==> config.mk <==
export PLATFORM = sky130hd
export DESIGN_NAME = pudc_counter_flat
export DESIGN_NICKNAME = d
export VERILOG_FILES = /design/src/pudc_pkg.sv /design/src/pudc_link_if.sv /design/src/pudc_counter.sv /design/src/flat_wrapper.sv
export SDC_FILE = /design/constraint.sdc
export NUM_CORES = 1
export LEC_CHECK = 0
export BUFFER_PORTS_ARGS = -buffer_cell sky130_fd_sc_hd__buf_2
export CAP_MARGIN = 10
export CORE_MARGIN = 2
export CORE_UTILIZATION = 43
export CTS_CLUSTER_SIZE = 10
export DETAILED_ROUTE_END_ITERATION = 16
export PLACE_DENSITY = 0.73
export SYNTH_ARGS = -nofsm -noshare
export SYNTH_HDL_FRONTEND = slang
export SYNTH_SLANG_ARGS = --single-unit
==> constraint.sdc <==
create_clock -name i_clock -period 2.58 [get_ports i_clock]
set_clock_uncertainty 0.15 [all_clocks]
set_input_delay 0.258 -clock i_clock [delete_from_list [all_inputs] [get_ports i_clock]]
set_output_delay 0.258 -clock i_clock [all_outputs]
set_load 0.01 [all_outputs]
==> src/pudc_pkg.sv <==
// ****************************************************************
// shared constants of the up/down counter stage
// ****************************************************************
package pudc_pkg;

   // ****************************************************************
   // count state
   // ****************************************************************
   localparam int PUDC_WIDTH = 4;
   localparam logic [3:0] PUDC_ZERO = 4'h0;
   localparam logic [3:0] PUDC_ONE = 4'h1;
   localparam logic [3:0] PUDC_MAX_DECADE = 4'h9;
   localparam logic [3:0] PUDC_MAX_BINARY = 4'hF;
   localparam logic [3:0] PUDC_RESET_COUNT = 4'h0;

   // ****************************************************************
   // pin levels
   // ****************************************************************
   localparam logic PUDC_DIR_UP = 1'h0;
   localparam logic PUDC_DIR_DOWN = 1'h1;
   localparam logic PUDC_INHIBIT_ON = 1'h1;

   // ****************************************************************
   // timing of the count clock made by the controlling end
   // ****************************************************************
   localparam int PUDC_CLOCK_PERIOD_NS = 10;
   localparam int PUDC_COUNT_PERIOD_NS = 80;
   localparam int PUDC_COUNT_PERIOD_CYCLES = PUDC_COUNT_PERIOD_NS / PUDC_CLOCK_PERIOD_NS;
   localparam int PUDC_HALF_CYCLES_INT = (PUDC_COUNT_PERIOD_CYCLES / 2 < 1) ? 1 : PUDC_COUNT_PERIOD_CYCLES / 2;
   localparam logic [7:0] PUDC_HALF_CYCLES = 8'(PUDC_HALF_CYCLES_INT);
   localparam logic [7:0] PUDC_DIV_ONE = 8'h01;
   localparam logic [7:0] PUDC_DIV_ZERO = 8'h00;

   // ****************************************************************
   // operating mode, one-hot
   // ****************************************************************
   typedef enum logic [3:0] {
      PUDC_HOLD = 4'h1,
      PUDC_LOAD = 4'h2,
      PUDC_UP   = 4'h4,
      PUDC_DOWN = 4'h8
   } pudc_mode_t;

endpackage : pudc_pkg

==> src/pudc_link_if.sv <==
// ****************************************************************
// pins between the counter stage and its controlling logic
// ****************************************************************
interface pudc_link_if;
   // count clock from the controlling end
   logic count_clock;
   // parallel preset
   logic [3:0] preset_in;
   logic load_n;
   // count control
   logic count_inhibit;
   logic down_sel;
   // stage outputs
   logic [3:0] count_out;
   logic terminal_flag;
   logic ripple_pulse_n;

   // counter stage side
   modport dev (
      input count_clock, preset_in, load_n, count_inhibit, down_sel,
      output count_out, terminal_flag, ripple_pulse_n
   );

   // controlling logic side
   modport ctl (
      output count_clock, preset_in, load_n, count_inhibit, down_sel,
      input count_out, terminal_flag, ripple_pulse_n
   );
endinterface : pudc_link_if

==> src/pudc_counter.sv <==
// How it works
// - four state bits, change only synchronously
// - low load copies preset regardless of others
// - count only on rising count clock
// - inhibit high stops counting entirely
// - direction low up, high down, sampled
// - flag high at zero down or max up
// - flag holds until count or direction change
// - flag ignores own count inhibit
// - ripple low during clock low phase
// - ripple high when inhibited or flag low
// - never clock anything from terminal flag
// - ripple cascade: ripple clocks next stage
// - clock low phase covers carry ripple
// - look-ahead inhibit from preceding flags, enable
module pudc_counter
   import pudc_pkg::*;
#(
   parameter bit DECADE = 1'b1
) (
   // clock and reset
   input wire logic i_clock,
   input wire logic i_arst_n,
   // link pins
   pudc_link_if.dev link,
   // user side status
   output logic [3:0] o_count_value,
   output pudc_mode_t o_mode,
   output logic o_wrap
);

   // ****************************************************************
   // range selection
   // ****************************************************************

   // top of the count range picked at build time
   localparam logic [3:0] MAX_COUNT = DECADE ? PUDC_MAX_DECADE : PUDC_MAX_BINARY;

   // ****************************************************************
   // state
   // ****************************************************************

   logic [3:0] count;
   logic [3:0] next_count;
   logic terminal;
   logic next_terminal;
   logic ripple_n;
   logic next_ripple_n;
   logic clock_seen;
   logic next_clock_seen;
   pudc_mode_t mode;
   pudc_mode_t next_mode;
   logic wrap;
   logic next_wrap;

   // ****************************************************************
   // input decode
   // ****************************************************************

   logic rise;
   logic counting;
   logic loading;
   logic at_top;
   logic at_bottom;

   // rising edge of the sampled count clock, falling edge ignored
   assign rise = link.count_clock & ~clock_seen;

   // load request is a synchronous input here, so it is already aligned
   assign loading = ~link.load_n;

   // counting needs a rising edge, no inhibit and no load
   assign counting = rise & (link.count_inhibit != PUDC_INHIBIT_ON) & ~loading;

   // end-of-range decode on the present state
   assign at_top = (count == MAX_COUNT);
   assign at_bottom = (count == PUDC_ZERO);

   // ****************************************************************
   // count clock edge tracker
   // ****************************************************************

   // remembers the last level of the count clock
   always_comb begin
      next_clock_seen = link.count_clock;
   end

   always_ff @(posedge i_clock or negedge i_arst_n) begin
      if (!i_arst_n) begin
         // taken as high, so a pin that idles high (a ripple clock from a
         // lower stage) is not mistaken for a rising edge after reset
         clock_seen <= 1'h1;
      end else begin
         clock_seen <= next_clock_seen;
      end
   end

   // ****************************************************************
   // mode decode
   // ****************************************************************

   // classifies what happens in this cycle, load first
   always_comb begin
      next_mode = PUDC_HOLD;
      if (loading) begin
         next_mode = PUDC_LOAD;
      end else if (counting && link.down_sel == PUDC_DIR_DOWN) begin
         next_mode = PUDC_DOWN;
      end else if (counting) begin
         next_mode = PUDC_UP;
      end
   end

   always_ff @(posedge i_clock or negedge i_arst_n) begin
      if (!i_arst_n) begin
         mode <= PUDC_HOLD;
      end else begin
         mode <= next_mode;
      end
   end

   // ****************************************************************
   // count state
   // ****************************************************************

   // steps, wraps or presets the four state bits
   always_comb begin
      next_count = count;
      next_wrap = 1'h0;
      case (next_mode)
         PUDC_LOAD: begin
            next_count = link.preset_in;
         end
         PUDC_UP: begin
            // direction low counts up, sampled at the edge
            if (at_top) begin
               next_count = PUDC_ZERO;
               next_wrap = 1'h1;
            end else begin
               next_count = 4'(count + PUDC_ONE);
            end
         end
         PUDC_DOWN: begin
            // direction high counts down
            if (at_bottom) begin
               next_count = MAX_COUNT;
               next_wrap = 1'h1;
            end else begin
               next_count = 4'(count - PUDC_ONE);
            end
         end
         PUDC_HOLD: begin
            next_count = count;
         end
         default: begin
            next_count = count;
         end
      endcase
   end

   // state changes only at the system clock edge
   always_ff @(posedge i_clock or negedge i_arst_n) begin
      if (!i_arst_n) begin
         count <= PUDC_RESET_COUNT;
         wrap <= 1'h0;
      end else begin
         count <= next_count;
         wrap <= next_wrap;
      end
   end

   // ****************************************************************
   // terminal flag
   // ****************************************************************

   // decoded from the coming state and the present direction only,
   // so inhibit never reaches it and it follows a direction change
   always_comb begin
      if (link.down_sel == PUDC_DIR_DOWN) begin
         next_terminal = (next_count == PUDC_ZERO);
      end else begin
         next_terminal = (next_count == MAX_COUNT);
      end
   end

   // registered, so it holds steady until count or direction moves
   always_ff @(posedge i_clock or negedge i_arst_n) begin
      if (!i_arst_n) begin
         terminal <= 1'h0;
      end else begin
         terminal <= next_terminal;
      end
   end

   // ****************************************************************
   // ripple output
   // ****************************************************************

   // copies the low phase of the count clock while at terminal state
   always_comb begin
      next_ripple_n = 1'h1;
      if (terminal && link.count_inhibit != PUDC_INHIBIT_ON && !link.count_clock) begin
         next_ripple_n = 1'h0;
      end
   end

   // goes high again once the count clock has risen
   always_ff @(posedge i_clock or negedge i_arst_n) begin
      if (!i_arst_n) begin
         ripple_n <= 1'h1;
      end else begin
         ripple_n <= next_ripple_n;
      end
   end

   // ****************************************************************
   // outputs
   // ****************************************************************

   // all outputs straight from flip-flops
   assign link.count_out = count;
   assign link.terminal_flag = terminal;
   assign link.ripple_pulse_n = ripple_n;
   assign o_count_value = count;
   assign o_mode = mode;
   assign o_wrap = wrap; // one cycle pulse per wrap

endmodule : pudc_counter

==> src/flat_wrapper.sv <==
// flat-port wrapper written by rule: the top's interface ports become plain ports
module pudc_counter_flat import pudc_pkg::*;
#(
   parameter bit DECADE = 1'b1
)
  (i_clock, i_arst_n, o_count_value, o_mode, o_wrap, link_count_clock, link_preset_in, link_load_n, link_count_inhibit, link_down_sel, link_count_out, link_terminal_flag, link_ripple_pulse_n);
  pudc_link_if link_i ();
  input wire logic i_clock;
  input wire logic i_arst_n;
  output logic [3:0] o_count_value;
  output pudc_mode_t o_mode;
  output logic o_wrap;
  input wire logic [$bits(link_i.count_clock)-1:0] link_count_clock;
  input wire logic [$bits(link_i.preset_in)-1:0] link_preset_in;
  input wire logic [$bits(link_i.load_n)-1:0] link_load_n;
  input wire logic [$bits(link_i.count_inhibit)-1:0] link_count_inhibit;
  input wire logic [$bits(link_i.down_sel)-1:0] link_down_sel;
  output wire logic [$bits(link_i.count_out)-1:0] link_count_out;
  output wire logic [$bits(link_i.terminal_flag)-1:0] link_terminal_flag;
  output wire logic [$bits(link_i.ripple_pulse_n)-1:0] link_ripple_pulse_n;
  assign link_i.count_clock = link_count_clock;
  assign link_i.preset_in = link_preset_in;
  assign link_i.load_n = link_load_n;
  assign link_i.count_inhibit = link_count_inhibit;
  assign link_i.down_sel = link_down_sel;
  assign link_count_out = link_i.count_out;
  assign link_terminal_flag = link_i.terminal_flag;
  assign link_ripple_pulse_n = link_i.ripple_pulse_n;
  pudc_counter #(.DECADE(DECADE)) u_core (.i_clock(i_clock), .i_arst_n(i_arst_n), .link(link_i), .o_count_value(o_count_value), .o_mode(o_mode), .o_wrap(o_wrap));
endmodule
; ---- Yosys cells after proc, flatten, opt, wreduce, memory -nomap -nowiden
; Index checks and enable logic that the tools add are counted.
; W data, S select, Z words.
[word_totals]
ff_bits = 12
inputBits = 10
output_inout_bits = 15
wordCells = 35
[op_classes]
addsub = 2
n_eq_ne = 5
mux = 11
n_bitwise = 5
n_reduce_logical = 6
[op_table]
columns = op, count
row1 = $mux W4, 4
row2 = $eq A4 B4 Y1 const B, 3
row3 = $pmux W4 S3, 1
row4 = $logic_not A4 Y1, 2
row5 = $add A4 B1 Y4 const B, 1
row6 = $eq A4 B2 Y1 const B, 1
row7 = $eq A4 B3 Y1 const B, 1
row8 = $mux W1, 4
row9 = $sub A4 B1 Y4 const B, 1
row10 = $and A1 B1 Y1, 3
row11 = $logic_and A1 B1 Y1, 3
row12 = $mux W3, 1
row13 = $not A1 Y1, 2
row14 = $pmux W1 S2, 1
row15 = $logic_not A1 Y1, 1

; ---- Longest topological paths before layout
; Gate-level depths: netlist of run 1.
[depth]
depth_word = 11
depth_mapped = 7

; ---- Worst setup path after synthesis of run 1
; No wires, ideal clock.
[synth_path]
path_type = reg-to-reg
start = register u_core.count[0], in the netlist u_core.link.count_out[0]
end = register u_core.terminal, in the netlist u_core.link.terminal_flag
arrival_time_ps = 2222
setup_slack_ps = 121
path_stages_with_launch = 8
n_path_buf = 0
path_cell_list = dfrtp_1 -> inv_1 -> ha_1 -> or3b_1 -> a211oi_2 -> a2111oi_1 -> or4_1 -> a211oi_2
[synth_between]
elab_chain_len = 5
[synth_lines]
columns = element, line
row1 = start: declaration, pudc_counter.sv:43  ; logic [3:0] count;
row2 = start signal: assignment, pudc_counter.sv:167  ; count <= next_count;
row3 = $sub A4 B1 Y4 (tied with other cells), pudc_counter.sv:149  ; next_count = 4'(count - PUDC_ONE);
row4 = $mux W4 (on tied branches), "pudc_counter.sv:145, pudc_counter.sv:136"
row5 = $pmux W4 S3 *, pudc_counter.sv:130  ; case (next_mode)
row6 = $eq A4 B4 Y1 / $logic_not A4 Y1 (equally long branches), "pudc_counter.sv:182, pudc_counter.sv:180"
row7 = $mux W1 *, pudc_counter.sv:179  ; if (link.down_sel == PUDC_DIR_DOWN) begin
row8 = via u_core.next_terminal, pudc_counter.sv:46  ; logic next_terminal;
row9 = end signal: assignment, pudc_counter.sv:191  ; terminal <= next_terminal;
row10 = end: declaration, pudc_counter.sv:45  ; logic terminal;
; Mark *: on every way through the listed nets, which the timed path passes. The rest lies on a longest branch.

; ---- Worst setup path after layout of run 1
[layout_path]
start = input port link_count_clock
end = register u_core.terminal, in the netlist u_core.link.terminal_flag
[layout_between]
elab_chain_len = 10
[layout_lines]
columns = element, line
row1 = start: declaration, flat_wrapper.sv:13  ; input wire logic [$bits(link_i.count_clock)-1:0] link_count_clock;
row2 = $and A1 B1 Y1 *, pudc_counter.sv:67  ; assign rise = link.count_clock & ~clock_seen;
row3 = $and A1 B1 Y1 * (2 in series), pudc_counter.sv:73  ; assign counting = rise & (link.count_inhibit != PUDC_INHIBIT_ON) & ~loading;
row4 = $mux W3 / $logic_and A1 B1 Y1 (equally long branches), "pudc_counter.sv:109, pudc_counter.sv:107"
row5 = $mux W4 *, pudc_counter.sv:107  ; end else if (counting && link.down_sel == PUDC_DIR_DOWN) begin
row6 = $mux W4 *, pudc_counter.sv:105  ; if (loading) begin
row7 = $eq A4 B4 Y1 (tied with other cells), pudc_counter.sv:130
row8 = $pmux W4 S3 *, pudc_counter.sv:130
row9 = $eq A4 B4 Y1 / $logic_not A4 Y1 (equally long branches), "pudc_counter.sv:182, pudc_counter.sv:180"
row10 = $mux W1 *, pudc_counter.sv:179
row11 = via u_core.next_terminal, pudc_counter.sv:46
; Marked as above.

==> results.sh, run 1 <==
export IMPL_max_clock_path_buffers=2
export IMPL_tns_ns=0
export IMPL_pwr_share_clk=0.305
export IMPL_yosys_top_cells_area="dfrtp_1 (31%), dfstp_2 (11%), ha_1 (5.2%)"
export IMPL_setup_ws_ns=0.1389
export IMPL_leakagePower_nw=0.4141
export IMPL_netlist_instances=73
export IMPL_antennaDiodeCount=0
export IMPL_relSlewSlack=0.6070
export IMPL_finalNetCount=113
export IMPL_cts_resized=0
export IMPL_rsz0062_at_grt="no"
export IMPL_ys_seq_area_frac=0.4219
export IMPL_synth_area_um2=720.7
export IMPL_required_ns=2.61
export IMPL_grt_pass1_wl_um=2718
export IMPL_finalCriticalPeriod_ns=2.441
export IMPL_intPower_mw=0.3389
export IMPL_drc=0
export IMPL_cap_violations=0
export IMPL_cts_made_buffers=3
export IMPL_grt_pass1_vias=603
export IMPL_crit_slowest_cell="or4_1"
export IMPL_hold_viol=0
export IMPL_cts_sinks=12
export IMPL_clk_pin_slew_ns=0.07
export IMPL_synth_fp_nets=86
export IMPL_cp_endpoint="u_core.link.terminal_flag"
export IMPL_portBuffers=24
export IMPL_rr_worst_depth=7
export IMPL_synth_warnings=0
export IMPL_start_util=0.4675
export IMPL_drtIter0Drc=10
export IMPL_final_util=0.5779
export IMPL_cp_arrival_ns=2.47
export IMPL_htreeDepth=1
export IMPL_final_min_period_over_clock_period=0.9462
export IMPL_netSwitchingFraction=0.2886
export IMPL_grtUsageTotal=0.1877
export IMPL_crit_path_start_kind="input pin"
export IMPL_synth_largest_area_cell="dfrtp_1"
export IMPL_rows=14
export IMPL_pre_cts_ws_ns=0.2306
export IMPL_firstDrtPassIters=4
export IMPL_ys_seq_elements=12
export IMPL_critPathKind="input pin to flop"
export IMPL_path_cells="dlygate4sd3_1 -> buf_2 -> or3b_2 -> a211oi_2 -> a2111oi_1 -> or4_1 -> a211oi_2"
export IMPL_timing_rr_end="u_core.link.terminal_flag"
export IMPL_power_density_nw_per_um2=534.7
export IMPL_power_frac_comb=0.248
export IMPL_core_um2=1541
export IMPL_root_buffer="clkbuf_4"
export IMPL_crit_path_end_kind="flop"
export IMPL_fp_dieH_um=44.94
export IMPL_syn_avg_cell_area_um2=9.872
export IMPL_area_delta_synth_final_pct=23.61
export IMPL_die_w_um=44.94
export IMPL_grt_max_degree=14
export IMPL_antenna_found_initial=0
export IMPL_cp_slowest_stage_delay_ns=0.54
export IMPL_drt_wl_total_um=1634
export IMPL_switching_power_mw=0.1375
export IMPL_crit_path_start="link_count_clock"
export IMPL_synth_async_reset_ratio=1.000
export IMPL_setup_viol=0
export IMPL_worstPathMaxFanout=5
export IMPL_ys_flop_type="dfrtp_1"
export IMPL_drv_slew=0
export IMPL_drive_above_1_share=0.3939
export IMPL_yosys_area_top_type_share=0.3125
export IMPL_ir_drop_mv=0.2814
export IMPL_reg2reg_from="u_core.link.count_out[1]"
export IMPL_tightest_slew_ns=0.5815
export IMPL_fmax_ghz=0.4097
export IMPL_dpl_hpwl_um=1249
export IMPL_outcome="complete, no violations"
export IMPL_grt_overflow_total=0
export IMPL_clock_latency_ns=0.27
export IMPL_ios=25
export IMPL_ant_nets=0
export IMPL_postCtsSetupBuffers=0
export IMPL_via_per_inst=5.904
export IMPL_wl_per_cell_um=14.21
export IMPL_cp_common_cell="a211oi_2"
export IMPL_hp_class="input pin to flop"
export IMPL_synth_edf_count=0
export IMPL_cts_tree="done"
export IMPL_r2r_slack_ns=0.18
export IMPL_pwr_share_seq=0.447
export IMPL_finalWeightedCongestion=0.8331
export IMPL_die_area_um2=2020
export IMPL_ys_types=34
export IMPL_route_vias_total=679
repair_timing:
| action | CTS | global route |
|---|---|---|
| setup endpoints to repair | 0 | 0 |
| hold buffers | 2 | 0 |
| endpoints found under the hold margin | 13 | 0 |
power by group through the flow:
| stage | clock network [mW] | logic, mW | registers, mW |
|---|---|---|---|
| 6_report | 0.145 | 0.118 | 0.213 |
| 5_1_grt | 0.159 | 0.132 | 0.216 |
| 4_1_cts | 0.152 | 0.118 | 0.213 |
| 3_5_place_dp | 0 | 0.116 | 0.217 |
| 3_3_place_gp | 0 | 0.113 | 0.217 |
| 2_1_floorplan | 0 | 0.0750 | 0.220 |
sequential cells by signal (all words and copies together) (netlist names):
signal	count
u_core.link.count_out	4
u_core.o_mode	4
u_core.clock_seen	1
u_core.link.terminal_flag	1
u_core.link.ripple_pulse_n	1
u_core.o_wrap	1
layout by cell type, fill, tap and decap left out, types with 2 or more instances in the layout:
cell type,count
buf_2,24
ha_1,3
o22ai_1,3
a211oi_2,2
or3b_1,2
dfstp_2,3
buf_4,3
nand2_1,3
or3b_2,2
nor2_1,7
inv_1,4
nor3_1,3
dlygate4sd3_1,2
a21oi_1,2
o21ai_0,3
dfrtp_1,9
o211ai_1,2
nand3b_1,2
clkbuf_4,3
per-layer routing:
layer / global-route usage / share of wire / vias up
met5: 0 / 0 / -
met3: 0.06400 / 0.069 / 4
li1: - / - / 321
met2: 0.2914 / 0.50 / 27
met1: 0.2437 / 0.42 / 327
met4: 0.06471 / 0.012 / 0
stage by stage:
step / cell area (µm²) / hold WS (ns) / instances / power (mW)
after floorplan: 720.7 / -0.1876 / 73 / 0.2954
after global placement: 834.6 / -0.009071 / 109 / 0.3298
after detailed placement: 834.6 / -0.0008306 / 109 / 0.3325
after CTS: 890.9 / 0.06750 / 115 / 0.4833
after global routing: 890.9 / 0.07408 / 115 / 0.5071
final: 890.9 / 0.07941 / 115 / 0.4764
Yosys cell counts (2+ instances only):
cell type  n
or3b_2     2
nand2_1    3
o21ai_0    3
dfstp_2    3
a211oi_2   2
clkbuf_1   2
buf_4      4
o211ai_1   2
nor3_1     3
or3b_1     2
inv_1      4
nand3b_1   2
a21oi_1    2
o22ai_1    3
dfrtp_1    9
nor2_1     7
ha_1       3
kinds of logic (layout without fill, tap and decap cells):
logic type	Yosys count	count (layout)	share of synthesized area
AOI/OAI and AO/OA	19	19	0.1997
DFF	12	12	0.4219
buffers and inverters	12	38	0.09374
adders and majority gates	3	3	0.05209
and+or+nand+nor	27	27	0.2327
how the worst min path moves through the flow:
stage                                  start                    endpoint  cells past startpoint
after floorplan                     i_arst_n    u_core.link.count_out[0]                      0
after global placement              i_arst_n               u_core.o_wrap                      1
final                     link_count_inhibit  u_core.link.ripple_pulse_n                      2
after detailed placement            i_arst_n               u_core.o_wrap                      1
after global routing      link_count_inhibit  u_core.link.ripple_pulse_n                      2
after CTS                 link_count_inhibit  u_core.link.ripple_pulse_n                      2
worst max-delay path, delay by kind of cell:
kind	cells	cell delay [ns]
compound gates	3	0.54
buf+inv	2	0.66
simple gates	2	1.02
cell type report:
cell class / instances / area [µm²]
Fill cell: 137 / 650.6
Timing Repair Buffer: 29 / 162.7
Multi-Input combinational cell: 49 / 349.1
Sequential cell: 12 / 304.0
Clock buffer: 4 / 36.28
Inverter: 5 / 18.77
Tap cell: 16 / 20.02
Power figures use the tool's default switching activity.
==> inputs of run 2 (changes only) <==
--- a/config.mk
+++ b/config.mk
@@ -9,9 +9,11 @@
 export CAP_MARGIN = 10
 export CORE_MARGIN = 2
 export CORE_UTILIZATION = 43
+export CTS_CLUSTER_DIAMETER = 40
 export CTS_CLUSTER_SIZE = 10
 export DETAILED_ROUTE_END_ITERATION = 16
 export PLACE_DENSITY = 0.73
+export REMOVE_ABC_BUFFERS = 1
 export SYNTH_ARGS = -nofsm -noshare
 export SYNTH_HDL_FRONTEND = slang
 export SYNTH_SLANG_ARGS = --single-unit
==> results.sh, run 2 (same netlist as run 1, synthesis figures left out) <==
export IMPL_outcome="complete, no violations"
export IMPL_crit_buf_inv=1
export IMPL_relSlewSlack=0.6397
export IMPL_core_um2=1541
export IMPL_layout_commonest_cell="buf_2"
export IMPL_drc=0
export IMPL_required_ns=2.63
export IMPL_grtUsageTotal=0.1935
export IMPL_die_w_um=44.94
export IMPL_antennaDiodeCount=0
export IMPL_root_buffer="clkbuf_4"
export IMPL_htreeDepth=1
export IMPL_cts_tree="done"
export IMPL_antenna_found_initial=0
export IMPL_power_density_nw_per_um2=537.5
export IMPL_ir_drop_mv=0.3426
export IMPL_rsz0062_at_grt="no"
export IMPL_route_vias_total=637
export IMPL_drv_slew=0
export IMPL_total_power_mw=0.4788
export IMPL_fmax_ghz=0.4143
export IMPL_netSwitchingFraction=0.2945
export IMPL_placed_cells=109
export IMPL_most_common_layout_cells="buf_2 (24), dfrtp_1 (9), nor2_1 (7)"
export IMPL_max_clock_path_buffers=2
export IMPL_clk_pin_slew_ns=0.07
export IMPL_portBuffers=24
export IMPL_crit_slowest_cell="or4_1"
export IMPL_whs_path_depth=2
export IMPL_hold_viol=0
export IMPL_drt_wl_total_um=1628
export IMPL_ant_nets=0
export IMPL_final_min_period_over_clock_period=0.9357
export IMPL_met2_usage=0.3229
export IMPL_drive_above_1_share=0.3939
export IMPL_switching_power_mw=0.1410
export IMPL_crit_family="simple AND/OR/NAND/NOR gates"
export IMPL_busiest_layer="met2"
export IMPL_cp_common_cell="a211oi_2"
export IMPL_via_per_inst=5.539
export IMPL_grtUsageMet1=0.2335
export IMPL_tns_ns=0
export IMPL_path_cells="inv_1 -> ha_1 -> or3b_1 -> a211oi_2 -> a2111oi_1 -> or4_1 -> a211oi_2"
export IMPL_cap_violations=0
export IMPL_grt_max_degree=14
export IMPL_finalNonFillerCells=115
export IMPL_crit_path_start_kind="flop"
export IMPL_hp_class="input pin to flop"
export IMPL_grt_overflow_total=0
export IMPL_crit_path_end_kind="flop"
export IMPL_fillCellCount=149
export IMPL_cp_arrival_ns=2.46
export IMPL_wl_per_cell_um=14.16
export IMPL_grt_pass1_wl_um=2787
export IMPL_pwr_share_seq=0.451
export IMPL_grt_pass1_vias=651
export IMPL_rows=14
export IMPL_ios=25
export IMPL_worst_path_stages=7
export IMPL_pwr_share_clk=0.308
export IMPL_firstDrtPassIters=4
export IMPL_area_delta_synth_final_pct=23.61
export IMPL_intPower_mw=0.3378
export IMPL_fp_dieH_um=44.94
export IMPL_dpl_hpwl_um=1294
export IMPL_drtIter0Drc=15
export IMPL_cts_made_buffers=3
export IMPL_critPathKind="flop to flop"
export IMPL_finalNetCount=113
export IMPL_leakagePower_nw=0.4137
export IMPL_gr_usage_met3=0.07600
export IMPL_finalWeightedCongestion=0.8774
export IMPL_finalCriticalPeriod_ns=2.414
export IMPL_die_area_um2=2020
export IMPL_worstPathMaxFanout=8
export IMPL_rr_worst_depth=7
export IMPL_power_frac_comb=0.241
export IMPL_start_util=0.4675
export IMPL_postCtsSetupBuffers=0
export IMPL_cp_slowest_stage_delay_ns=0.53
export IMPL_setup_viol=0
export IMPL_clock_latency_ns=0.28
export IMPL_tightest_slew_ns=0.5332
export IMPL_cts_sinks=12
-- run 2: stage by stage --
step                area [µm²]    util  setup WS (ns)  hold slack, ns
global placement         834.6  0.5414         0.2500       -0.008904
CTS                      890.9  0.5779         0.1510         0.08653
global route             890.9  0.5779        0.02462         0.09184
finish                   890.9  0.5779         0.1660         0.09699
detailed placement       834.6  0.5414         0.1601       -0.004438
floorplan                671.9       -        0.08102         -0.1876
-- run 2: routing by layer --
metal / up-vias / routed length (µm)
met5: - / 0
met4: 0 / 19
met3: 5 / 79
met2: 16 / 849
met1: 299 / 680
li1: 317 / -
-- run 2: cell type report --
class | count | area (µm²) | area share
timing repair buffer | 29 | 162.7 | 0.1826
inverter | 5 | 18.77 | 0.02107
tap | 16 | 20.02 | 0.02247
multi-input combinational | 49 | 349.1 | 0.3919
sequential | 12 | 304.0 | 0.3413
clock buffer | 4 | 36.28 | 0.04073
-- run 2: path summary, 6_finish.rpt --
kind | startpoint | to | slack, ns
setup / recovery | u_core.link.count_out[1] | u_core.link.terminal_flag | 0.17
hold / removal | link_count_inhibit | u_core.link.ripple_pulse_n | 0.1
setup reg to reg | u_core.link.count_out[1] | u_core.link.terminal_flag | 0.17
hold reg to reg | u_core.link.terminal_flag | u_core.link.ripple_pulse_n | 0.47
max in group asynchronous | i_arst_n | u_core.link.ripple_pulse_n | 1.78
min in group asynchronous | i_arst_n | u_core.link.terminal_flag | 0.23
-- run 2: timing repair --
action                                 4_1_cts  5_1_grt
resized for setup                            0        0
endpoints found under the hold margin       13        0
hold buffers                                 2        0
-- run 2: power by group through the flow --
stage / Combinational [mW] / Sequential, mW / Clock, mW
finish: 0.115 / 0.216 / 0.148
global route: 0.129 / 0.219 / 0.161
CTS: 0.116 / 0.216 / 0.155
detailed placement: 0.113 / 0.219 / 0
global placement: 0.110 / 0.219 / 0
floorplan: 0.0506 / 0.229 / 0
-- run 2: worst register-to-register path, stage by stage (launching register included) --
cell	delay, ns
dfrtp_1	0.45
inv_1	0.13
ha_1	0.18
or3b_1	0.36
a211oi_2	0.21
a2111oi_1	0.10
or4_1	0.53
a211oi_2	0.23
